`src/include/oma_regs.svh`:
```
// Offsets, field positions, reset values and timing for the output mode arbiter
// Assumes values in tenths of a percent, signed 12 bit
`ifndef OMA_REGS_SVH
`define OMA_REGS_SVH
`define OMA_ADR_CFG 2'h0
`define OMA_ADR_SAFE 2'h1
`define OMA_ADR_SER 2'h2
`define OMA_ADR_STAT 2'h3
`define OMA_CFG_PRIO 0
`define OMA_CFG_SRC 1
`define OMA_CFG_FLT 3:2
`define OMA_CFG_LOCK 5:4
`define OMA_CFG_DISP 7:6
`define OMA_CFG_SER 9:8
`define OMA_CFG_STR 11:10
`define OMA_CFG_RST 12'h000
`define OMA_SAFE_RST 12'h000
`define OMA_VAL_MIN 12'hf9c
`define OMA_VAL_MAX 12'h44c
`define OMA_VAL_HALF 12'h1f4
`define OMA_FULL_SCALE 12'h3e8
`define OMA_FLOAT_TIME_MS 60000
`define OMA_BLINK_STEP_MS 100
`define OMA_CLK_KHZ 20000
`define OMA_BLINK_SLOTS 4'h9
`endif

```
`src/include/oma_pkg.sv`:
```
// Types shared by the output mode arbiter modules
// Assumes oma_regs.svh for numbers
package oma_pkg;
  typedef logic signed [11:0] oma_val_t;
  typedef enum logic [2:0] {
    OMA_AUTO = 3'b000,
    OMA_MANUAL = 3'b001,
    OMA_FOLLOW = 3'b010,
    OMA_SAFE = 3'b011,
    OMA_BLOCK = 3'b100
  } oma_mode_t;
endpackage

```
`src/include/oma_blink_if.sv`:
```
// Indicator blink patterns passed from the blink generator to the arbiter
// Assumes one clock domain
`timescale 1ns/100ps
interface oma_blink_if;
  logic blink_short_off;
  logic blink_even;
  modport src (output blink_short_off, output blink_even);
  modport dst (input blink_short_off, input blink_even);
endinterface

```
`src/hw/oma_arbiter.sv`:
```
// Output mode arbiter: picks the manipulated variable driven to the output
// Assumes a classic Wishbone master, pins asynchronous to CLOCK
//
// Behaviour
// RULE_01 - Automatic passes only with every request off
// RULE_02 - Manual request is front OR external
// RULE_03 - Manual needs safety, blocking off, priority aware
// RULE_04 - Manual value absolute or step increments
// RULE_05 - Follow-up needs safety, blocking off, priority aware
// RULE_06 - External value source by select and serial
// RULE_07 - Incremental ramp at full scale per floating time
// RULE_08 - Internal feedback step controller: increments only
// RULE_09 - Safety outputs clamped safety value
// RULE_10 - Safety step drives lower or raise continuously (code: structure 1 only; structures 2 and 3 drive neither)
// RULE_11 - One blocking request freezes that direction
// RULE_12 - Both blocking requests freeze output fully
// RULE_13 - Priority blocking, safety, manual/follow, automatic
// RULE_14 - Mode change starts from previous output (code: manual and ramp follow-up only; other modes take their value at once)
// RULE_15 - Manual indicator lit, external request blinks short-off
// RULE_16 - External indicator lit, overridden follow-up blinks evenly
// RULE_17 - External manual release returns to automatic
// RULE_18 - Follow-up kept prepared behind manual
// RULE_19 - Lockout fixes front selection auto or manual
// RULE_20 - Transmitter fault forces manual, last or safety
// RULE_21 - Display source select or display off
// RULE_22 - Mode and output registered each cycle
`timescale 1ns/100ps
`include "oma_regs.svh"
module oma_arbiter import oma_pkg::*; #(
  parameter int RAMP_DIV = `OMA_FLOAT_TIME_MS * `OMA_CLK_KHZ / 1000,
  parameter int BLINK_DIV = `OMA_BLINK_STEP_MS * `OMA_CLK_KHZ
) (
  // Clock and reset
  input wire logic CLOCK,
  input wire logic RSTN,
  // Wishbone slave
  input wire logic CYC_I,
  input wire logic STB_I,
  input wire logic WE_I,
  input wire logic [3:0] ADR_I,
  input wire logic [3:0] SEL_I,
  input wire logic [31:0] DAT_I,
  output logic [31:0] DAT_O,
  output logic ACK_O,
  // Control pins
  input wire logic EXT_MANUAL_REQ,
  input wire logic FOLLOWUP_REQ,
  input wire logic SAFETY_REQ,
  input wire logic BLOCK_RAISE_REQ,
  input wire logic BLOCK_LOWER_REQ,
  input wire logic STEP_UP_IN,
  input wire logic STEP_DN_IN,
  input wire logic XMTR_FAULT,
  // Front keys
  input wire logic KEY_MANUAL,
  input wire logic KEY_UP,
  input wire logic KEY_DN,
  // Values from the same clock
  input wire oma_val_t AUTOMATIC_VALUE,
  input wire oma_val_t FOLLOWUP_ANALOG_INPUT,
  input wire oma_val_t POSITION_FEEDBACK_INPUT,
  // Outputs
  output oma_val_t Y_OUT,
  output logic STEP_RAISE,
  output logic STEP_LOWER,
  output logic MANUAL_LED,
  output logic EXT_LED,
  output logic MODE_MANUAL,
  output logic MODE_FOLLOWUP,
  output oma_val_t DISPLAY_VALUE,
  output logic DISPLAY_ON
);
  // ----------------------------------------
  // Input synchronisers
  // ----------------------------------------
  localparam int NPIN = 11;
  logic [NPIN-1:0] pin_raw;
  logic [NPIN-1:0] pin_m_q;
  logic [NPIN-1:0] pin_q;
  assign pin_raw = {KEY_MANUAL, KEY_UP, KEY_DN, EXT_MANUAL_REQ, FOLLOWUP_REQ, SAFETY_REQ,
                    BLOCK_RAISE_REQ, BLOCK_LOWER_REQ, STEP_UP_IN, STEP_DN_IN, XMTR_FAULT};
  genvar gi;
  generate
    for (gi = 0; gi < NPIN; gi++) begin : g_sync
      always_ff @(posedge CLOCK or negedge RSTN) begin
        if (!RSTN) begin
          pin_m_q[gi] <= 1'b0;
          pin_q[gi] <= 1'b0;
        end else begin
          pin_m_q[gi] <= pin_raw[gi];
          pin_q[gi] <= pin_m_q[gi];
        end
      end
    end
  endgenerate
  logic key_man, key_up, key_dn, ext_manual_req, fu_req, safe_req;
  logic blk_up, blk_dn, step_up, step_dn, fault;
  assign {key_man, key_up, key_dn, ext_manual_req, fu_req, safe_req,
          blk_up, blk_dn, step_up, step_dn, fault} = pin_q;
  logic key_man_old_q, fault_old_q;
  always_ff @(posedge CLOCK or negedge RSTN) begin
    if (!RSTN) begin
      key_man_old_q <= 1'b0;
      fault_old_q <= 1'b0;
    end else begin
      key_man_old_q <= key_man;
      fault_old_q <= fault;
    end
  end
  logic key_man_rise, fault_rise;
  assign key_man_rise = key_man && !key_man_old_q;
  assign fault_rise = fault && !fault_old_q;

  // ----------------------------------------
  // Registers over Wishbone
  // ----------------------------------------
  logic [11:0] cfg_q;
  oma_val_t safety_value_q;
  oma_val_t serial_value_q;
  logic bus_req, bus_wr;
  logic [1:0] idx;
  assign bus_req = CYC_I && STB_I && !ACK_O;
  assign bus_wr = bus_req && WE_I;
  assign idx = ADR_I[3:2];
  oma_val_t wr_val;
  oma_val_t wr_clamp;
  assign wr_val = {SEL_I[1] ? DAT_I[11:8] : 4'h0, SEL_I[0] ? DAT_I[7:0] : 8'h00};
  assign wr_clamp = (wr_val < $signed(`OMA_VAL_MIN)) ? $signed(`OMA_VAL_MIN) :
                    (wr_val > $signed(`OMA_VAL_MAX)) ? $signed(`OMA_VAL_MAX) : wr_val;
  always_ff @(posedge CLOCK or negedge RSTN) begin
    if (!RSTN) begin
      cfg_q <= `OMA_CFG_RST;
    end else if (bus_wr && idx == `OMA_ADR_CFG) begin
      if (SEL_I[0]) begin
        cfg_q[7:0] <= DAT_I[7:0];
      end
      if (SEL_I[1]) begin
        cfg_q[11:8] <= DAT_I[11:8];
      end
    end
  end
  always_ff @(posedge CLOCK or negedge RSTN) begin
    if (!RSTN) begin
      safety_value_q <= `OMA_SAFE_RST;
    end else if (bus_wr && idx == `OMA_ADR_SAFE && SEL_I[1:0] == 2'h3) begin
      safety_value_q <= wr_clamp; // RULE_09
    end
  end
  always_ff @(posedge CLOCK or negedge RSTN) begin
    if (!RSTN) begin
      serial_value_q <= '0;
    end else if (bus_wr && idx == `OMA_ADR_SER && SEL_I[1:0] == 2'h3) begin
      serial_value_q <= wr_clamp;
    end
  end
  logic prio_manual;
  logic src_incr;
  logic [1:0] fault_cfg, lockout, disp_cfg, serial_level, structure;
  assign prio_manual = cfg_q[`OMA_CFG_PRIO];
  assign src_incr = cfg_q[`OMA_CFG_SRC];
  assign fault_cfg = cfg_q[`OMA_CFG_FLT];
  assign lockout = cfg_q[`OMA_CFG_LOCK];
  assign disp_cfg = cfg_q[`OMA_CFG_DISP];
  assign serial_level = cfg_q[`OMA_CFG_SER];
  assign structure = cfg_q[`OMA_CFG_STR];

  // ----------------------------------------
  // Front selection and requests
  // ----------------------------------------
  logic front_manual_sel_q;
  logic fault_man_q;
  always_ff @(posedge CLOCK or negedge RSTN) begin
    if (!RSTN) begin
      front_manual_sel_q <= 1'b0;
    end else if (lockout == 2'h1) begin
      front_manual_sel_q <= 1'b0; // RULE_19
    end else if (lockout == 2'h2) begin
      front_manual_sel_q <= 1'b1; // RULE_19
    end else if (key_man_rise) begin
      front_manual_sel_q <= !front_manual_sel_q;
    end
  end
  always_ff @(posedge CLOCK or negedge RSTN) begin
    if (!RSTN) begin
      fault_man_q <= 1'b0;
    end else if (fault_rise && fault_cfg != 2'h0) begin
      fault_man_q <= 1'b1; // RULE_20
    end else if (key_man_rise || !fault) begin
      fault_man_q <= 1'b0;
    end
  end
  logic man_req, blk_any;
  assign man_req = front_manual_sel_q || ext_manual_req || fault_man_q; // RULE_02
  assign blk_any = blk_up || blk_dn;

  // ----------------------------------------
  // Mode decision
  // ----------------------------------------
  oma_mode_t mode_q, mode_d;
  always_comb begin
    mode_d = OMA_AUTO; // RULE_01
    if (blk_any) begin
      mode_d = OMA_BLOCK; // RULE_13
    end else if (safe_req) begin
      mode_d = OMA_SAFE; // RULE_13
    end else if (!prio_manual) begin
      if (fu_req) begin
        mode_d = OMA_FOLLOW; // RULE_05
      end else if (man_req) begin
        mode_d = OMA_MANUAL; // RULE_03
      end
    end else begin
      if (man_req) begin
        mode_d = OMA_MANUAL; // RULE_18
      end else if (fu_req) begin
        mode_d = OMA_FOLLOW; // RULE_18
      end
    end
  end
  always_ff @(posedge CLOCK or negedge RSTN) begin
    if (!RSTN) begin
      mode_q <= OMA_AUTO; // RULE_22
    end else begin
      mode_q <= mode_d; // RULE_17
    end
  end

  // ----------------------------------------
  // Manual and external values
  // ----------------------------------------
  oma_val_t man_val, ext_ramp_val;
  logic man_load, ext_load, in_manual, in_follow;
  assign in_manual = (mode_q == OMA_MANUAL);
  assign in_follow = (mode_q == OMA_FOLLOW);
  assign man_load = !in_manual || fault_rise;
  assign ext_load = !in_follow;
  oma_ramp #(.DIV(RAMP_DIV)) u_man_ramp (
    .clk(CLOCK),
    .rst_n(RSTN),
    .load(man_load),
    .load_val(((fault_rise || fault_man_q) && fault_cfg == 2'h2) ? safety_value_q : Y_OUT), // RULE_14 RULE_20
    .up(in_manual && key_up),
    .dn(in_manual && key_dn),
    .val(man_val)
  );
  oma_ramp #(.DIV(RAMP_DIV)) u_ext_ramp (
    .clk(CLOCK),
    .rst_n(RSTN),
    .load(ext_load),
    .load_val(Y_OUT), // RULE_14
    .up(in_follow && step_up),
    .dn(in_follow && step_dn),
    .val(ext_ramp_val)
  );
  oma_val_t ext_val;
  always_comb begin
    if (structure == 2'h1) begin
      ext_val = ext_ramp_val; // RULE_08
    end else if (serial_level == 2'h2) begin
      ext_val = serial_value_q; // RULE_06
    end else if (!src_incr) begin
      ext_val = FOLLOWUP_ANALOG_INPUT; // RULE_06
    end else begin
      ext_val = ext_ramp_val; // RULE_06
    end
  end

  // ----------------------------------------
  // Output value
  // ----------------------------------------
  oma_val_t y_d;
  always_comb begin
    case (mode_d)
      OMA_AUTO: y_d = AUTOMATIC_VALUE;
      OMA_MANUAL: y_d = man_val;
      OMA_FOLLOW: y_d = ext_val;
      OMA_SAFE: y_d = safety_value_q; // RULE_09
      OMA_BLOCK: begin
        y_d = AUTOMATIC_VALUE;
        if (blk_up && blk_dn) begin
          y_d = Y_OUT; // RULE_12
        end else if (blk_up && AUTOMATIC_VALUE > Y_OUT) begin
          y_d = Y_OUT; // RULE_11
        end else if (blk_dn && AUTOMATIC_VALUE < Y_OUT) begin
          y_d = Y_OUT; // RULE_11
        end
      end
      default: y_d = Y_OUT;
    endcase
  end
  always_ff @(posedge CLOCK or negedge RSTN) begin
    if (!RSTN) begin
      Y_OUT <= '0;
    end else begin
      Y_OUT <= y_d; // RULE_22
    end
  end

  // ----------------------------------------
  // Step outputs
  // ----------------------------------------
  logic step_ctrl, raise_d, lower_d;
  assign step_ctrl = (structure != 2'h0);
  always_comb begin
    raise_d = 1'b0;
    lower_d = 1'b0;
    if (step_ctrl && mode_d == OMA_SAFE && structure == 2'h1) begin
      lower_d = (safety_value_q < $signed(`OMA_VAL_HALF)); // RULE_10
      raise_d = !lower_d; // RULE_10
    end else if (step_ctrl && mode_d == OMA_MANUAL) begin
      raise_d = key_up && !key_dn; // RULE_04
      lower_d = key_dn && !key_up; // RULE_04
    end
  end
  always_ff @(posedge CLOCK or negedge RSTN) begin
    if (!RSTN) begin
      STEP_RAISE <= 1'b0;
      STEP_LOWER <= 1'b0;
    end else begin
      STEP_RAISE <= raise_d;
      STEP_LOWER <= lower_d;
    end
  end

  // ----------------------------------------
  // Indicators and mode flags
  // ----------------------------------------
  oma_blink_if u_bl ();
  oma_blink #(.DIV(BLINK_DIV)) u_blink (
    .clk(CLOCK),
    .rst_n(RSTN),
    .bl(u_bl.src)
  );
  logic man_led_d, ext_led_d;
  always_comb begin
    man_led_d = (mode_d == OMA_MANUAL) || man_req; // RULE_15
    if (ext_manual_req && !front_manual_sel_q && !fault_man_q) begin
      man_led_d = u_bl.blink_short_off; // RULE_15
    end
    ext_led_d = (mode_d == OMA_FOLLOW) || (mode_d == OMA_SAFE) || (mode_d == OMA_BLOCK); // RULE_16
    if (mode_d == OMA_MANUAL && fu_req && prio_manual) begin
      ext_led_d = u_bl.blink_even; // RULE_16
    end
  end
  always_ff @(posedge CLOCK or negedge RSTN) begin
    if (!RSTN) begin
      MANUAL_LED <= 1'b0;
      EXT_LED <= 1'b0;
      MODE_MANUAL <= 1'b0;
      MODE_FOLLOWUP <= 1'b0;
    end else begin
      MANUAL_LED <= man_led_d;
      EXT_LED <= ext_led_d;
      MODE_MANUAL <= (mode_d == OMA_MANUAL);
      MODE_FOLLOWUP <= (mode_d == OMA_FOLLOW);
    end
  end

  // ----------------------------------------
  // Display source
  // ----------------------------------------
  oma_val_t split_val;
  assign split_val = (y_d > $signed(`OMA_VAL_HALF)) ? $signed(`OMA_FULL_SCALE) : 12'(y_d <<< 1);
  always_ff @(posedge CLOCK or negedge RSTN) begin
    if (!RSTN) begin
      DISPLAY_VALUE <= '0;
      DISPLAY_ON <= 1'b0;
    end else begin
      DISPLAY_ON <= (disp_cfg != 2'h0); // RULE_21
      case (disp_cfg)
        2'h1: DISPLAY_VALUE <= y_d; // RULE_21
        2'h2: DISPLAY_VALUE <= split_val; // RULE_21
        2'h3: DISPLAY_VALUE <= POSITION_FEEDBACK_INPUT; // RULE_21
        default: DISPLAY_VALUE <= '0;
      endcase
    end
  end

  // ----------------------------------------
  // Bus answer
  // ----------------------------------------
  always_ff @(posedge CLOCK or negedge RSTN) begin
    if (!RSTN) begin
      ACK_O <= 1'b0;
      DAT_O <= '0;
    end else begin
      ACK_O <= bus_req;
      DAT_O <= '0;
      if (bus_req && !WE_I) begin
        case (idx)
          `OMA_ADR_CFG: DAT_O <= {20'h0, cfg_q};
          `OMA_ADR_SAFE: DAT_O <= {20'h0, safety_value_q};
          `OMA_ADR_SER: DAT_O <= {20'h0, serial_value_q};
          `OMA_ADR_STAT: DAT_O <= {16'h0, 1'b0, mode_q, Y_OUT};
          default: DAT_O <= '0;
        endcase
      end
    end
  end

  // ----------------------------------------
  // Assertions
  // ----------------------------------------
  localparam oma_val_t HALF = `OMA_VAL_HALF;
endmodule // oma_arbiter

```
`src/hw/oma_blink.sv`:
```
// Blink patterns: 0.1 off / 0.9 on, and 1:1, on a 0.1 s slot enable
// Assumes one clock
`timescale 1ns/100ps
module oma_blink #(
  parameter int DIV = 2000000
) (
  input wire logic clk,
  input wire logic rst_n,
  oma_blink_if.src bl
);
  logic [31:0] div_q;
  logic [3:0] slot_q;
  logic slot_en;
  assign slot_en = (div_q == 32'(DIV - 1));
  always_ff @(posedge clk or negedge rst_n) begin
    if (!rst_n) begin
      div_q <= '0;
    end else begin
      div_q <= slot_en ? '0 : div_q + 32'h1;
    end
  end
  always_ff @(posedge clk or negedge rst_n) begin
    if (!rst_n) begin
      slot_q <= '0;
    end else if (slot_en) begin
      slot_q <= (slot_q == `OMA_BLINK_SLOTS) ? 4'h0 : slot_q + 4'h1;
    end
  end
  assign bl.blink_short_off = (slot_q != 4'h0); // RULE_15
  assign bl.blink_even = (slot_q < 4'h5); // RULE_16
endmodule // oma_blink

```
`src/hw/oma_ramp.sv`:
```
// Value ramp at full scale per floating time, loadable for bumpless entry
// Assumes up and dn come from synchronised lines
`timescale 1ns/100ps
module oma_ramp import oma_pkg::*; #(
  parameter int DIV = 1200
) (
  input wire logic clk,
  input wire logic rst_n,
  input wire logic load,
  input wire oma_val_t load_val,
  input wire logic up,
  input wire logic dn,
  output oma_val_t val
);
  logic [31:0] div_q;
  logic tick;
  assign tick = (div_q == 32'(DIV - 1));
  always_ff @(posedge clk or negedge rst_n) begin
    if (!rst_n) begin
      div_q <= '0;
    end else if (tick || !(up ^ dn)) begin
      div_q <= '0;
    end else begin
      div_q <= div_q + 32'h1;
    end
  end
  always_ff @(posedge clk or negedge rst_n) begin
    if (!rst_n) begin
      val <= '0;
    end else if (load) begin
      val <= load_val;
    end else if (tick && up && val < $signed(`OMA_VAL_MAX)) begin
      val <= val + 12'sh1; // RULE_07
    end else if (tick && dn && val > $signed(`OMA_VAL_MIN)) begin
      val <= val - 12'sh1; // RULE_07
    end
  end
endmodule // oma_ramp

```
`config.mk`:
```
export PLATFORM = sky130hd
export DESIGN_NAME = oma_arbiter
export DESIGN_NICKNAME = d
export VERILOG_FILES = /design/src/include/oma_pkg.sv /design/src/include/oma_blink_if.sv /design/src/hw/oma_arbiter.sv /design/src/hw/oma_blink.sv /design/src/hw/oma_ramp.sv
export VERILOG_INCLUDE_DIRS = /design/src /design/src/include
export SDC_FILE = /design/constraint.sdc
export NUM_CORES = 1
export LEC_CHECK = 0
export BUFFER_PORTS_ARGS = -buffer_cell sky130_fd_sc_hd__clkbuf_2
export CORE_AREA = 2 2 171 173
export CTS_BUF_LIST = sky130_fd_sc_hd__clkbuf_16
export DETAILED_ROUTE_END_ITERATION = 8
export DIE_AREA = 0 0 173 175
export HOLD_SLACK_MARGIN = 0.03
export SLEW_MARGIN = 20
export SYNTH_ARGS = -nofsm -noshare
export SYNTH_HDL_FRONTEND = slang
export SYNTH_SLANG_ARGS = --single-unit
```
`constraint.sdc`:
```
create_clock -name CLOCK -period 4.5 [get_ports CLOCK]
set_input_delay 0 -clock CLOCK [delete_from_list [all_inputs] [get_ports CLOCK]]
set_output_delay 0 -clock CLOCK [all_outputs]
set_load 0.05 [all_outputs]
```
==> metrics.txt, run 1 <==
# TYPE chip_impl_metric gauge
chip_impl_info{name="status",value="finished, final reports clean"} 1
chip_impl_info{name="main_combinational_cell_family_by_area_after_synthesis",value="simple AND/OR/NAND/NOR gates"} 1
chip_impl_metric{name="clk_transition_reported_paths",unit="ns"} 0.06
chip_impl_metric{name="vias_per_cell",unit=""} 5.53
chip_impl_metric{name="number_of_failing_setup_endpoints_in_the_final_timing_report",unit=""} 0
chip_impl_metric{name="async_reset_ff_share",unit="%"} 100
chip_impl_metric{name="synth-seq-area-share",unit="%"} 46.6
chip_impl_metric{name="grt_use_met3",unit="%"} 3.50
chip_impl_metric{name="critical_path_required",unit="ns"} 4.99
chip_impl_metric{name="synth.lib_cells_used.distinct",unit=""} 83
chip_impl_metric{name="rows",unit=""} 62
chip_impl_info{name="critical-path-top-delay-family",value="compound AO/OA/AOI/OAI gates"} 1
chip_impl_info{name="tritoncts",value="done"} 1
chip_impl_metric{name="post_route_cells_drive_above_1_share",unit="%"} 14.8
chip_impl_metric{name="syn_to_final_growth",unit="%"} 19.0
chip_impl_metric{name="fp.coreArea",unit="um2"} 28400
chip_impl_metric{name="post-route-drc-count",unit=""} 0
chip_impl_metric{name="drv_slew",unit=""} 0
chip_impl_metric{name="synth_edf_count",unit=""} 0
chip_impl_metric{name="wirelength",unit="mm"} 35.0
chip_impl_metric{name="count_of_vias_placed_by_the_detailed_router",unit=""} 10400
chip_impl_metric{name="clock_skew",unit="ns"} 0.0138
chip_impl_metric{name="first_global_vias",unit=""} 10000
chip_impl_metric{name="numClockSinks",unit=""} 236
chip_impl_info{name="most_heavily_used_metal_layer_in_global_routing",value="met2"} 1
chip_impl_metric{name="tns_setup",unit="ns"} 0
chip_impl_metric{name="synth.area.mux_share",unit="%"} 4.83
chip_impl_metric{name="first_pass_grt_wire_length",unit="mm"} 55.4
chip_impl_info{name="cp_cell_sequence",value="inv_1 -> ha_1 -> a21o_1 -> a2111oi_4 -> or2_1 -> a31o_2 -> nand3_2 -> a221o_1 -> or2_0 -> a311oi_1 -> o2bb2ai_1 -> dlygate4sd3_1"} 1
chip_impl_metric{name="hold_violations",unit=""} 0
chip_impl_info{name="layout.cells.most_common_list",value="236 x sky130_fd_sc_hd__dfrtp_1, 143 x sky130_fd_sc_hd__nor2_1, 142 x sky130_fd_sc_hd__nand2_1"} 1
chip_impl_metric{name="fin_crit",unit="ns"} 4.16
chip_impl_metric{name="post_synth_xor_area_fraction",unit="%"} 7.47
chip_impl_metric{name="clock_latency",unit="ns"} 0.55
chip_impl_metric{name="layout.area.seq",unit="um2"} 5910
chip_impl_metric{name="antenna_found_initial",unit=""} 2
chip_impl_info{name="start_kind",value="flop"} 1
chip_impl_metric{name="drt_first_pass_iters",unit=""} 5
chip_impl_metric{name="syn_area_per_cell",unit="um2"} 9.70
chip_impl_metric{name="die_h",unit="um"} 175
chip_impl_metric{name="max_cap_viol_count",unit=""} 0
chip_impl_metric{name="vdd_ir_drop_max",unit="mV"} 0.305
chip_impl_metric{name="num-nets-final",unit=""} 1609
chip_impl_metric{name="global_route.usage.met1",unit="%"} 33.2
chip_impl_metric{name="final_critical_path_setup_slack",unit="ns"} 0.339
chip_impl_metric{name="dp.final_hpwl",unit="mm"} 25.3
chip_impl_metric{name="synth_simple_gate_area_share",unit="%"} 20.1
chip_impl_metric{name="tightest_slew",unit="ns"} 1.04
chip_impl_info{name="critical_path.slowest_cell",value="sky130_fd_sc_hd__dfrtp_1"} 1
chip_impl_info{name="yosys_most_used_dff",value="sky130_fd_sc_hd__dfrtp_1"} 1
chip_impl_metric{name="power_density",unit="nW/um2"} 500
chip_impl_metric{name="overflow",unit=""} 0
chip_impl_metric{name="initial_standard_cell_utilization_of_the_core",unit="%"} 44.6
chip_impl_metric{name="post_synth_instance_area",unit="um2"} 12700
chip_impl_info{name="most_common_library_cell_in_the_layout_ignoring_fill_and_taps",value="sky130_fd_sc_hd__dfrtp_1"} 1
chip_impl_metric{name="netlist_instances",unit=""} 1305
chip_impl_info{name="cts_root_buffer",value="sky130_fd_sc_hd__clkbuf_16"} 1
chip_impl_metric{name="num-fill-cells",unit=""} 2661
chip_impl_metric{name="die_w",unit="um"} 173
chip_impl_metric{name="clock_buffer_depth",unit=""} 3
chip_impl_metric{name="grt_start_max_net_pins",unit=""} 100
chip_impl_metric{name="fin_total_pwr",unit="mW"} 7.54
chip_impl_info{name="end_kind",value="flop"} 1
chip_impl_metric{name="path_max_fanout",unit=""} 7
chip_impl_metric{name="detailedPlace.worstSlack",unit="ns"} 0.365
chip_impl_info{name="rsz0062_at_grt",value="false"} 1
chip_impl_metric{name="fp.dieArea",unit="um2"} 30300
chip_impl_info{name="timing_worst_setup_path_type",value="reg -> reg"} 1
chip_impl_metric{name="portBuffers",unit=""} 114
chip_impl_metric{name="max-slew-margin-rel",unit="%"} 30.7
chip_impl_metric{name="fmax",unit="GHz"} 0.240
chip_impl_metric{name="first_iteration_detailed_routing_drc_count",unit=""} 747
chip_impl_metric{name="wl_per_cell",unit="um"} 18.6
chip_impl_metric{name="tritoncts.num_buffers",unit=""} 27
chip_impl_metric{name="drtAntennaViolNets",unit=""} 0
chip_impl_metric{name="htree_levels",unit=""} 1
chip_impl_metric{name="total_of_flip_flops_plus_latches_after_synthesis",unit=""} 236
chip_impl_metric{name="critPathArrivalTime",unit="ns"} 4.65
chip_impl_metric{name="grt_usage",unit="%"} 23.1
chip_impl_metric{name="worst_path_largest_cell_delay",unit="ns"} 0.66
chip_impl_metric{name="yosysWarningCount",unit=""} 0
chip_impl_metric{name="synthAdderAreaFrac",unit="%"} 3.85
chip_impl_metric{name="worst-path-buf-inv",unit=""} 2
chip_impl_metric{name="final.period_utilization",unit="%"} 92.5
chip_impl_metric{name="synth_compound_area_share",unit="%"} 13.6
chip_impl_metric{name="multi_input_combinational_cell_area",unit="um2"} 6380
chip_impl_metric{name="groute.layer.met2.usage",unit="%"} 35.7
chip_impl_info{name="min-delay-path-class",value="in -> async"} 1
chip_impl_metric{name="leakagePower",unit="nW"} 6.77
chip_impl_metric{name="place_congestion",unit=""} 0.882
chip_impl_metric{name="boundaryPins",unit=""} 156
[cells by family after synthesis]
family / after synthesis
xor gates and xnor gates: 108
buffers and inverters: 98
other: 1
adders and majority gates: 38
muxes: 44
DFF: 236
AOI/OAI and AO/OA: 262
and+or+nand+nor: 518
[power breakdown]
group | internal (mW) | switching (mW)
sequential | 2.38 | 0.413
clock | 1.25 | 0.883
combinational | 1.01 | 1.60
[final timing paths]
check                      slack [ns]                  from  depth (start not counted)                              to
setup / recovery                 0.34    Y_OUT[9]$_DFF_PN0_                         12      DISPLAY_VALUE[2]$_DFF_PN0_
setup reg to reg                 0.34    Y_OUT[9]$_DFF_PN0_                         12      DISPLAY_VALUE[2]$_DFF_PN0_
max in group asynchronous        3.33                  RSTN                          3                key_dn$_DFF_PN0_
hold / removal                   0.07                  RSTN                          2  u_ext_ramp.div_q[18]$_DFF_PN0_
min in group CLOCK               0.08    AUTOMATIC_VALUE[5]                          4              Y_OUT[5]$_DFF_PN0_
hold reg to reg                  0.35  pin_m_q[7]$_DFF_PN0_                          0        ext_manual_req$_DFF_PN0_
[flip-flops by register name, indices dropped and copies added, names as in the netlist, 3 cells and up]
name / flops
DAT_O: 15
DISPLAY_VALUE: 12
Y_OUT: 12
cfg_q: 12
mode_q: 3
pin_m_q: 11
safety_value_q: 12
serial_value_q: 12
u_blink.div_q: 32
u_blink.slot_q: 4
u_ext_ramp.div_q: 32
u_ext_ramp.val: 12
u_man_ramp.div_q: 32
u_man_ramp.val: 12
[cell usage after synthesis, types with 30 or more instances]
master / instances / share of area, %
sky130_fd_sc_hd__a21oi_1: 66 / 2.6
sky130_fd_sc_hd__clkbuf_1: 38 / 1.1
sky130_fd_sc_hd__dfrtp_1: 236 / 47
sky130_fd_sc_hd__ha_1: 35 / 3.5
sky130_fd_sc_hd__inv_1: 37 / 1.1
sky130_fd_sc_hd__nand2_1: 142 / 4.2
sky130_fd_sc_hd__nand3_1: 47 / 1.9
sky130_fd_sc_hd__nand4_1: 30 / 1.5
sky130_fd_sc_hd__nor2_1: 143 / 4.2
sky130_fd_sc_hd__nor2b_1: 30 / 1.5
sky130_fd_sc_hd__o21ai_0: 75 / 3.0
sky130_fd_sc_hd__xnor2_1: 48 / 3.3
sky130_fd_sc_hd__xor2_1: 60 / 4.2
[repair_timing]
item                                    in CTS  in global routing
resized for setup                            0                  1
buffers inserted                             0                  3
hold buffers                                58                  0
endpoints found under the setup margin       0                  2
hold endpoints to repair                   162                  0
[metrics by stage]
stage               utilization (%)  std cells  hold slack [ns]  cell area (um2)
CTS                            53.0       1879           0.0377            15000
floorplan                         -       1321           -0.296            12700
global placement               47.9       1774           0.0746            13600
global route                   53.1       1883           0.0545            15100
finish                         53.1       1883           0.0696            15100
detailed placement             47.9       1774           0.0804            13600
[area by class of cell]
| class | count | share of cell area (%) |
|---|---|---|
| timing repair buffer | 191 | 8.74 |
| tap | 384 | 3.19 |
| clock inverter | 20 | 1.14 |
| multi-input combinational | 987 | 42.3 |
| clock buffer | 27 | 4.48 |
| inverter | 37 | 0.922 |
| sequential | 236 | 39.2 |
| antenna | 1 | 0.0166 |
[layer usage]
metal,wire length (um),vias to the layer above
met3,2290,74
met5,13,-
met2,15800,342
met4,1220,2
li1,-,4956
met1,15700,5048
Power figures use the tool's default switching activity.
==> run 2, diff against run 1 <==
--- a/config.mk
+++ b/config.mk
@@ -7,10 +7,10 @@
 export NUM_CORES = 1
 export LEC_CHECK = 0
 export BUFFER_PORTS_ARGS = -buffer_cell sky130_fd_sc_hd__clkbuf_2
-export CORE_AREA = 2 2 171 173
+export CORE_AREA = 2 2 229 231
 export CTS_BUF_LIST = sky130_fd_sc_hd__clkbuf_16
 export DETAILED_ROUTE_END_ITERATION = 8
-export DIE_AREA = 0 0 173 175
+export DIE_AREA = 0 0 231 233
 export HOLD_SLACK_MARGIN = 0.03
 export SLEW_MARGIN = 20
 export SYNTH_ARGS = -nofsm -noshare
==> constraint.sdc (replaced) <==
create_clock -name CLOCK -period 5.3 [get_ports CLOCK]
set_input_delay 0 -clock CLOCK [delete_from_list [all_inputs] [get_ports CLOCK]]
set_output_delay 0 -clock CLOCK [all_outputs]
set_load 0.05 [all_outputs]
==> run 2 against run 1 <==
  * Sequential share of layout area down 1.0 points
  * First-iteration DRC count down 2.5%
  * Clock power down 11%
  * Largest power group unchanged
==> metrics.txt, run 2 (synthesis gave the netlist of run 1 again) <==
# TYPE chip_impl_metric gauge
chip_impl_metric{name="grt_start_max_net_pins",unit=""} 144
chip_impl_metric{name="power.share.switching",unit="%"} 39.4
chip_impl_metric{name="num-fill-cells",unit=""} 5363
chip_impl_info{name="start_kind",value="flop"} 1
chip_impl_metric{name="syn_to_final_growth",unit="%"} 22.2
chip_impl_metric{name="hold_violations",unit=""} 0
chip_impl_info{name="status",value="finished, final reports clean"} 1
chip_impl_metric{name="die_w",unit="um"} 231
chip_impl_metric{name="first_global_vias",unit=""} 10000
chip_impl_info{name="r2r-start",value="Y_OUT[9]$_DFF_PN0_"} 1
chip_impl_metric{name="final.period_utilization",unit="%"} 88.7
chip_impl_metric{name="first_iteration_detailed_routing_drc_count",unit=""} 728
chip_impl_metric{name="num-nets-final",unit=""} 1604
chip_impl_info{name="tritoncts",value="done"} 1
chip_impl_metric{name="initial_standard_cell_utilization_of_the_core",unit="%"} 24.8
chip_impl_metric{name="boundaryPins",unit=""} 156
chip_impl_metric{name="fin_crit",unit="ns"} 4.70
chip_impl_metric{name="postPlaceCellArea",unit="um2"} 13900
chip_impl_metric{name="tightest_slew",unit="ns"} 1.03
chip_impl_metric{name="wl_per_cell",unit="um"} 17.2
chip_impl_metric{name="crit_cells",unit=""} 13
chip_impl_metric{name="vdd_ir_drop_max",unit="mV"} 0.237
chip_impl_metric{name="drv_slew",unit=""} 0
chip_impl_metric{name="clock_latency",unit="ns"} 0.59
chip_impl_info{name="largest_registers",value="u_blink.div_q: 32 flops, u_ext_ramp.div_q: 32 flops, u_man_ramp.div_q: 32 flops"} 1
chip_impl_metric{name="fin_area",unit="um2"} 15500
chip_impl_metric{name="cell_internal_pwr",unit="mW"} 3.93
chip_impl_metric{name="seqPwrFrac",unit="%"} 37.7
chip_impl_info{name="cts_root_buffer",value="sky130_fd_sc_hd__clkbuf_16"} 1
chip_impl_metric{name="pwr-share-comb",unit="%"} 33.0
chip_impl_metric{name="final_critical_path_setup_slack",unit="ns"} 0.599
chip_impl_metric{name="vias_per_cell",unit=""} 4.76
chip_impl_metric{name="wirelength",unit="mm"} 37.5
chip_impl_metric{name="fmax",unit="GHz"} 0.213
chip_impl_metric{name="number_of_failing_setup_endpoints_in_the_final_timing_report",unit=""} 0
chip_impl_metric{name="portBuffers",unit=""} 114
chip_impl_metric{name="cts_post_setup_buffers_inserted",unit=""} 0
chip_impl_metric{name="post_route_cells_drive_above_1_share",unit="%"} 14.8
chip_impl_info{name="critical_path.reg2reg.endpoint",value="DISPLAY_VALUE[7]$_DFF_PN0_"} 1
chip_impl_info{name="cp_cell_sequence",value="inv_1 -> ha_1 -> a21o_1 -> a2111oi_4 -> or2_1 -> a31o_2 -> nand3_2 -> a221oi_1 -> inv_1 -> o22ai_1 -> dlygate4sd3_1 -> o22ai_1 -> dlygate4sd3_1"} 1
chip_impl_metric{name="leakagePower",unit="nW"} 6.78
chip_impl_metric{name="numClockSinks",unit=""} 236
chip_impl_metric{name="post-route-drc-count",unit=""} 0
chip_impl_info{name="timing_worst_setup_path_type",value="reg -> reg"} 1
chip_impl_metric{name="clk_transition_reported_paths",unit="ns"} 0.06
chip_impl_metric{name="p_switching",unit="mW"} 2.56
chip_impl_info{name="cp-endpoint",value="DISPLAY_VALUE[7]$_DFF_PN0_"} 1
chip_impl_metric{name="first_pass_grt_wire_length",unit="mm"} 57.8
chip_impl_metric{name="critical_path_required",unit="ns"} 5.75
chip_impl_metric{name="max_cap_viol_count",unit=""} 0
chip_impl_metric{name="max-slew-margin-rel",unit="%"} 30.8
chip_impl_metric{name="place_congestion",unit=""} 0.914
chip_impl_metric{name="tritoncts.num_buffers",unit=""} 30
chip_impl_metric{name="cts_resized",unit=""} 0
chip_impl_metric{name="rows",unit=""} 83
chip_impl_metric{name="r2r_cells",unit=""} 13
chip_impl_metric{name="dp.final_hpwl",unit="mm"} 27.3
chip_impl_info{name="critical_path.slowest_cell",value="sky130_fd_sc_hd__dfrtp_1"} 1
chip_impl_info{name="end_kind",value="flop"} 1
chip_impl_metric{name="count_of_vias_placed_by_the_detailed_router",unit=""} 10400
chip_impl_metric{name="die_h",unit="um"} 233
chip_impl_metric{name="drt_first_pass_iters",unit=""} 5
chip_impl_metric{name="worst_hold_slack",unit="ns"} 0.0356
chip_impl_metric{name="detailedPlace.worstSlack",unit="ns"} 1.10
chip_impl_metric{name="tns_setup",unit="ns"} 0
chip_impl_metric{name="worst-path-buf-inv",unit=""} 4
chip_impl_metric{name="worst_path_largest_cell_delay",unit="ns"} 0.74
chip_impl_metric{name="grt_usage",unit="%"} 13.7
chip_impl_info{name="layout.cells.most_common_list",value="236 x sky130_fd_sc_hd__dfrtp_1, 143 x sky130_fd_sc_hd__nor2_1, 142 x sky130_fd_sc_hd__nand2_1"} 1
chip_impl_metric{name="htree_levels",unit=""} 1
chip_impl_info{name="rsz0062_at_grt",value="false"} 1
chip_impl_metric{name="critPathArrivalTime",unit="ns"} 5.15
chip_impl_info{name="min-delay-path-class",value="in -> async"} 1
chip_impl_info{name="critical-path-top-delay-family",value="compound AO/OA/AOI/OAI gates"} 1
chip_impl_metric{name="fp.dieArea",unit="um2"} 53800
chip_impl_info{name="most_common_library_cell_in_the_layout_ignoring_fill_and_taps",value="sky130_fd_sc_hd__dfrtp_1"} 1
chip_impl_metric{name="post-route-util",unit="%"} 30.3
chip_impl_info{name="critical_path_origin",value="Y_OUT[9]$_DFF_PN0_"} 1
chip_impl_metric{name="clock_power_share",unit="%"} 29.3
chip_impl_metric{name="overflow",unit=""} 0
chip_impl_metric{name="fp.coreArea",unit="um2"} 51100
chip_impl_metric{name="drtAntennaViolNets",unit=""} 0
chip_impl_metric{name="clock_buffer_depth",unit=""} 3
chip_impl_metric{name="clock_skew",unit="ns"} 0.0305
chip_impl_metric{name="hold_buffers",unit=""} 60
chip_impl_metric{name="path_max_fanout",unit=""} 7
chip_impl_metric{name="setup.reg_to_reg.worst_slack",unit="ns"} 0.60
chip_impl_metric{name="antenna_found_initial",unit=""} 6
chip_impl_metric{name="power_density",unit="nW/um2"} 419
## run 2: power groups by stage
stage	clock, mW	sequential [mW]	combinational [mW]
final	1.90	2.44	2.14
after CTS	1.97	2.42	2.13
after global routing	2.04	2.47	2.36
after detailed placement	0	2.45	2.06
after floorplan	0	2.55	1.31
after global placement	0	2.46	2.03
## run 2: how the worst min path moves through the flow
stage	to	slack (ns)	depth (start not counted)
floorplan	ACK_O$_DFF_PN0_	-0.30	0
CTS	pin_m_q[2]$_DFF_PN0_	0.03	2
finish	Y_OUT[9]$_DFF_PN0_	0.04	2
global placement	Y_OUT[11]$_DFF_PN0_	0.08	1
detailed placement	Y_OUT[11]$_DFF_PN0_	0.09	1
global route	pin_m_q[2]$_DFF_PN0_	0.06	2
## run 2: final cells by class
type | count | area (um2) | area share, %
multi-input combinational | 987 | 6380 | 41.2
sequential | 236 | 5910 | 38.2
timing repair buffer | 183 | 1260 | 8.15
tap | 680 | 851 | 5.50
clock buffer | 30 | 751 | 4.85
clock inverter | 25 | 170 | 1.10
inverter | 37 | 139 | 0.898
antenna | 5 | 12.5 | 0.0809
## run 2: through the flow
stage,cells,total power [mW]
after global placement,2063,4.48
after floorplan,1321,3.86
after CTS,2178,6.52
after global routing,2182,6.87
final,2183,6.49
after detailed placement,2063,4.52
## run 2: routing by layer
| metal | track usage (%) | wire length (um) | vias to the layer above |
|---|---|---|---|
| met5 | 0 | 11 | - |
| met4 | 4.84 | 1090 | 2 |
| met3 | 3.44 | 3040 | 59 |
| met2 | 21.7 | 16800 | 338 |
| met1 | 18.2 | 16500 | 5048 |
| li1 | - | - | 4942 |
==> run 3, diff against run 2 <==
--- a/config.mk
+++ b/config.mk
@@ -6,7 +6,7 @@
 export SDC_FILE = /design/constraint.sdc
 export NUM_CORES = 1
 export LEC_CHECK = 0
-export BUFFER_PORTS_ARGS = -buffer_cell sky130_fd_sc_hd__clkbuf_2
+export BUFFER_PORTS_ARGS = -buffer_cell sky130_fd_sc_hd__buf_2
 export CORE_AREA = 2 2 229 231
 export CTS_BUF_LIST = sky130_fd_sc_hd__clkbuf_16
 export DETAILED_ROUTE_END_ITERATION = 8
==> run 3 against run 2 <==
  * Non-clock buffer count grew 2
  * Final cell count barely moved
  * Wire length is 0.20% lower
  * Count of clock-buffer cells in the layout fell by 1
  * Sequential cell count is the same
  * Largest power group unchanged
  * Critical path type unchanged
  * Clock power rose by 4%
  * Critical path depth stayed put
  * Hold slack better by 0.051 ns
  * Sequential power barely moved
  * Largest cell class unchanged
  * Combinational power about the same
  * Final area is 0.15% higher
==> metrics.txt, run 3 (synthesis gave the netlist of run 1 again) <==
# TYPE chip_impl_metric gauge
chip_impl_info{name="status",value="finished, final reports clean"} 1
chip_impl_metric{name="max-slew-margin-rel",unit="%"} 33.3
chip_impl_metric{name="vias_per_cell",unit=""} 4.75
chip_impl_metric{name="antenna_found_initial",unit=""} 6
chip_impl_metric{name="postPlaceCellArea",unit="um2"} 13900
chip_impl_metric{name="multi_input_combinational_cell_area",unit="um2"} 6380
chip_impl_metric{name="leakagePower",unit="nW"} 6.79
chip_impl_metric{name="grt_usage",unit="%"} 13.7
chip_impl_metric{name="boundaryPins",unit=""} 156
chip_impl_metric{name="critPathArrivalTime",unit="ns"} 5.15
chip_impl_metric{name="first_iteration_detailed_routing_drc_count",unit=""} 715
chip_impl_metric{name="fin_crit",unit="ns"} 4.70
chip_impl_metric{name="number_of_failing_setup_endpoints_in_the_final_timing_report",unit=""} 0
chip_impl_metric{name="tightest_slew",unit="ns"} 0.999
chip_impl_metric{name="drt_first_pass_iters",unit=""} 5
chip_impl_info{name="largest_registers",value="u_blink.div_q: 32 flops, u_ext_ramp.div_q: 32 flops, u_man_ramp.div_q: 32 flops"} 1
chip_impl_metric{name="rows",unit=""} 83
chip_impl_metric{name="htree_levels",unit=""} 1
chip_impl_metric{name="die_w",unit="um"} 231
chip_impl_metric{name="r2r_cells",unit=""} 13
chip_impl_metric{name="tritoncts.num_buffers",unit=""} 29
chip_impl_metric{name="post-route-drc-count",unit=""} 0
chip_impl_metric{name="vdd_ir_drop_max",unit="mV"} 0.231
chip_impl_metric{name="first_pass_grt_wire_length",unit="mm"} 57.3
chip_impl_metric{name="hold_violations",unit=""} 0
chip_impl_metric{name="drv_slew",unit=""} 0
chip_impl_metric{name="path_max_fanout",unit=""} 7
chip_impl_metric{name="worst-path-buf-inv",unit=""} 4
chip_impl_metric{name="num-fill-cells",unit=""} 5354
chip_impl_metric{name="numClockSinks",unit=""} 236
chip_impl_metric{name="cts_post_setup_buffers_inserted",unit=""} 0
chip_impl_metric{name="wl_per_cell",unit="um"} 17.1
chip_impl_metric{name="post_route_cells_drive_above_1_share",unit="%"} 14.5
chip_impl_info{name="most_common_library_cell_in_the_layout_ignoring_fill_and_taps",value="sky130_fd_sc_hd__dfrtp_1"} 1
chip_impl_metric{name="grt_start_max_net_pins",unit=""} 119
chip_impl_metric{name="clock_buffer_depth",unit=""} 3
chip_impl_metric{name="overflow",unit=""} 0
chip_impl_metric{name="fp.coreArea",unit="um2"} 51100
chip_impl_metric{name="wirelength",unit="mm"} 37.4
chip_impl_metric{name="crit_cells",unit=""} 13
chip_impl_metric{name="fmax",unit="GHz"} 0.213
chip_impl_metric{name="syn_to_final_growth",unit="%"} 22.3
chip_impl_metric{name="count_of_vias_placed_by_the_detailed_router",unit=""} 10400
chip_impl_metric{name="worst_path_largest_cell_delay",unit="ns"} 0.72
chip_impl_metric{name="fp.dieArea",unit="um2"} 53800
chip_impl_metric{name="critical_path_required",unit="ns"} 5.74
chip_impl_info{name="end_kind",value="flop"} 1
chip_impl_metric{name="portBuffers",unit=""} 114
chip_impl_info{name="timing_worst_setup_path_type",value="reg -> reg"} 1
chip_impl_info{name="cp_cell_sequence",value="inv_1 -> ha_1 -> a21o_1 -> a2111oi_4 -> or2_1 -> a31o_2 -> nand3_2 -> a221oi_1 -> inv_1 -> o22ai_1 -> dlygate4sd3_1 -> o22ai_1 -> dlygate4sd3_1"} 1
chip_impl_info{name="rsz0062_at_grt",value="false"} 1
chip_impl_info{name="tritoncts",value="done"} 1
chip_impl_metric{name="die_h",unit="um"} 233
chip_impl_metric{name="dp.final_hpwl",unit="mm"} 27.2
chip_impl_metric{name="first_global_vias",unit=""} 9983
chip_impl_info{name="cts_root_buffer",value="sky130_fd_sc_hd__clkbuf_16"} 1
chip_impl_metric{name="cts_resized",unit=""} 0
chip_impl_metric{name="tns_setup",unit="ns"} 0
chip_impl_metric{name="clk_transition_reported_paths",unit="ns"} 0.06
chip_impl_metric{name="initial_standard_cell_utilization_of_the_core",unit="%"} 24.8
chip_impl_info{name="start_kind",value="flop"} 1
chip_impl_info{name="critical_path.slowest_cell",value="sky130_fd_sc_hd__a221oi_1"} 1
chip_impl_metric{name="fin_area",unit="um2"} 15500
chip_impl_metric{name="num-nets-final",unit=""} 1605
chip_impl_metric{name="layout.area.seq",unit="um2"} 5910
chip_impl_metric{name="power_density",unit="nW/um2"} 424
chip_impl_metric{name="worst_hold_path.num_cells",unit=""} 4
chip_impl_metric{name="hold_buffers",unit=""} 61
chip_impl_info{name="min-delay-path-class",value="in -> reg"} 1
chip_impl_metric{name="place_congestion",unit=""} 0.912
chip_impl_metric{name="clock_skew",unit="ns"} 0.0150
chip_impl_metric{name="drtAntennaViolNets",unit=""} 0
chip_impl_metric{name="max_cap_viol_count",unit=""} 0
chip_impl_metric{name="final.period_utilization",unit="%"} 88.8
chip_impl_metric{name="clock_latency",unit="ns"} 0.56
chip_impl_info{name="critical-path-top-delay-family",value="compound AO/OA/AOI/OAI gates"} 1
chip_impl_info{name="layout.cells.most_common_list",value="236 x sky130_fd_sc_hd__dfrtp_1, 143 x sky130_fd_sc_hd__nor2_1, 142 x sky130_fd_sc_hd__nand2_1"} 1
## run 3: cell count changes in the layout (fill, tap and decap cells not counted), sizes merged
cell / change
buf: +114
inv: -3
clkinvlp: -2
dlygate4sd3: +1
clkbuf: -114
bufinv: +3
## run 3: worst reg2reg max path, cell delays in order (launching register included)
cell	delay [ns]
sky130_fd_sc_hd__dfrtp_1	0.71
sky130_fd_sc_hd__inv_1	0.10
sky130_fd_sc_hd__ha_1	0.32
sky130_fd_sc_hd__a21o_1	0.21
sky130_fd_sc_hd__a2111oi_4	0.35
sky130_fd_sc_hd__or2_1	0.30
sky130_fd_sc_hd__a31o_2	0.24
sky130_fd_sc_hd__nand3_2	0.13
sky130_fd_sc_hd__a221oi_1	0.72
sky130_fd_sc_hd__inv_1	0.14
sky130_fd_sc_hd__o22ai_1	0.14
sky130_fd_sc_hd__dlygate4sd3_1	0.57
sky130_fd_sc_hd__o22ai_1	0.07
sky130_fd_sc_hd__dlygate4sd3_1	0.58
## run 3: metal layers
layer	wire length (um)	share of wire (%)	global-route usage, %	up-vias
met5	13	0.035	0	-
met4	970	2.6	4.38	2
met3	2770	7.4	2.77	52
met2	16800	45	21.8	366
met1	16800	45	18.5	5007
li1	-	-	-	4933
## run 3: worst paths after layout
kind	startpoint	endpoint	slack [ns]
max	Y_OUT[9]$_DFF_PN0_	DISPLAY_VALUE[7]$_DFF_PN0_	0.60
min in group asynchronous	RSTN	u_man_ramp.div_q[28]$_DFF_PN0_	0.12
min reg2reg	pin_m_q[3]$_DFF_PN0_	blk_dn$_DFF_PN0_	0.35
max reg2reg	Y_OUT[9]$_DFF_PN0_	DISPLAY_VALUE[7]$_DFF_PN0_	0.60
min	AUTOMATIC_VALUE[0]	Y_OUT[0]$_DFF_PN0_	0.09
max in group asynchronous	RSTN	u_man_ramp.div_q[12]$_DFF_PN0_	3.65
## run 3: per-stage QoR
stage / hold slack (ns) / setup WS (ns) / total power, mW / cells / util, %
6_report: 0.0866 / 0.596 / 6.56 / 2182 / 30.3
5_1_grt: 0.0714 / 0.382 / 6.92 / 2181 / 30.3
4_1_cts: 0.0322 / 0.735 / 6.59 / 2177 / 30.3
3_5_place_dp: 0.116 / 1.03 / 4.52 / 2064 / 27.3
3_3_place_gp: 0.115 / 1.12 / 4.48 / 2064 / 27.3
2_1_floorplan: -0.296 / 1.36 / 3.86 / 1321 / -
## run 3: area by class of cell
cell class | count | share of cell area, %
diodes | 5 | 0.0808
clock buffers | 29 | 4.69
clock inverters | 23 | 1.37
inverters | 37 | 0.897
multi-input cells | 987 | 41.2
flip-flops and latches | 236 | 38.1
well taps | 680 | 5.49
repair buffers | 185 | 8.18
## run 3: power by group
part / total, mW / internal (mW) / switching, mW / leakage, nW
combinational: 2.15 / 0.839 / 1.31 / 3.21
clock: 1.97 / 1.18 / 0.790 / 0.469
sequential: 2.44 / 2.02 / 0.418 / 3.11
total: 6.56 / 4.04 / 2.52 / 6.79
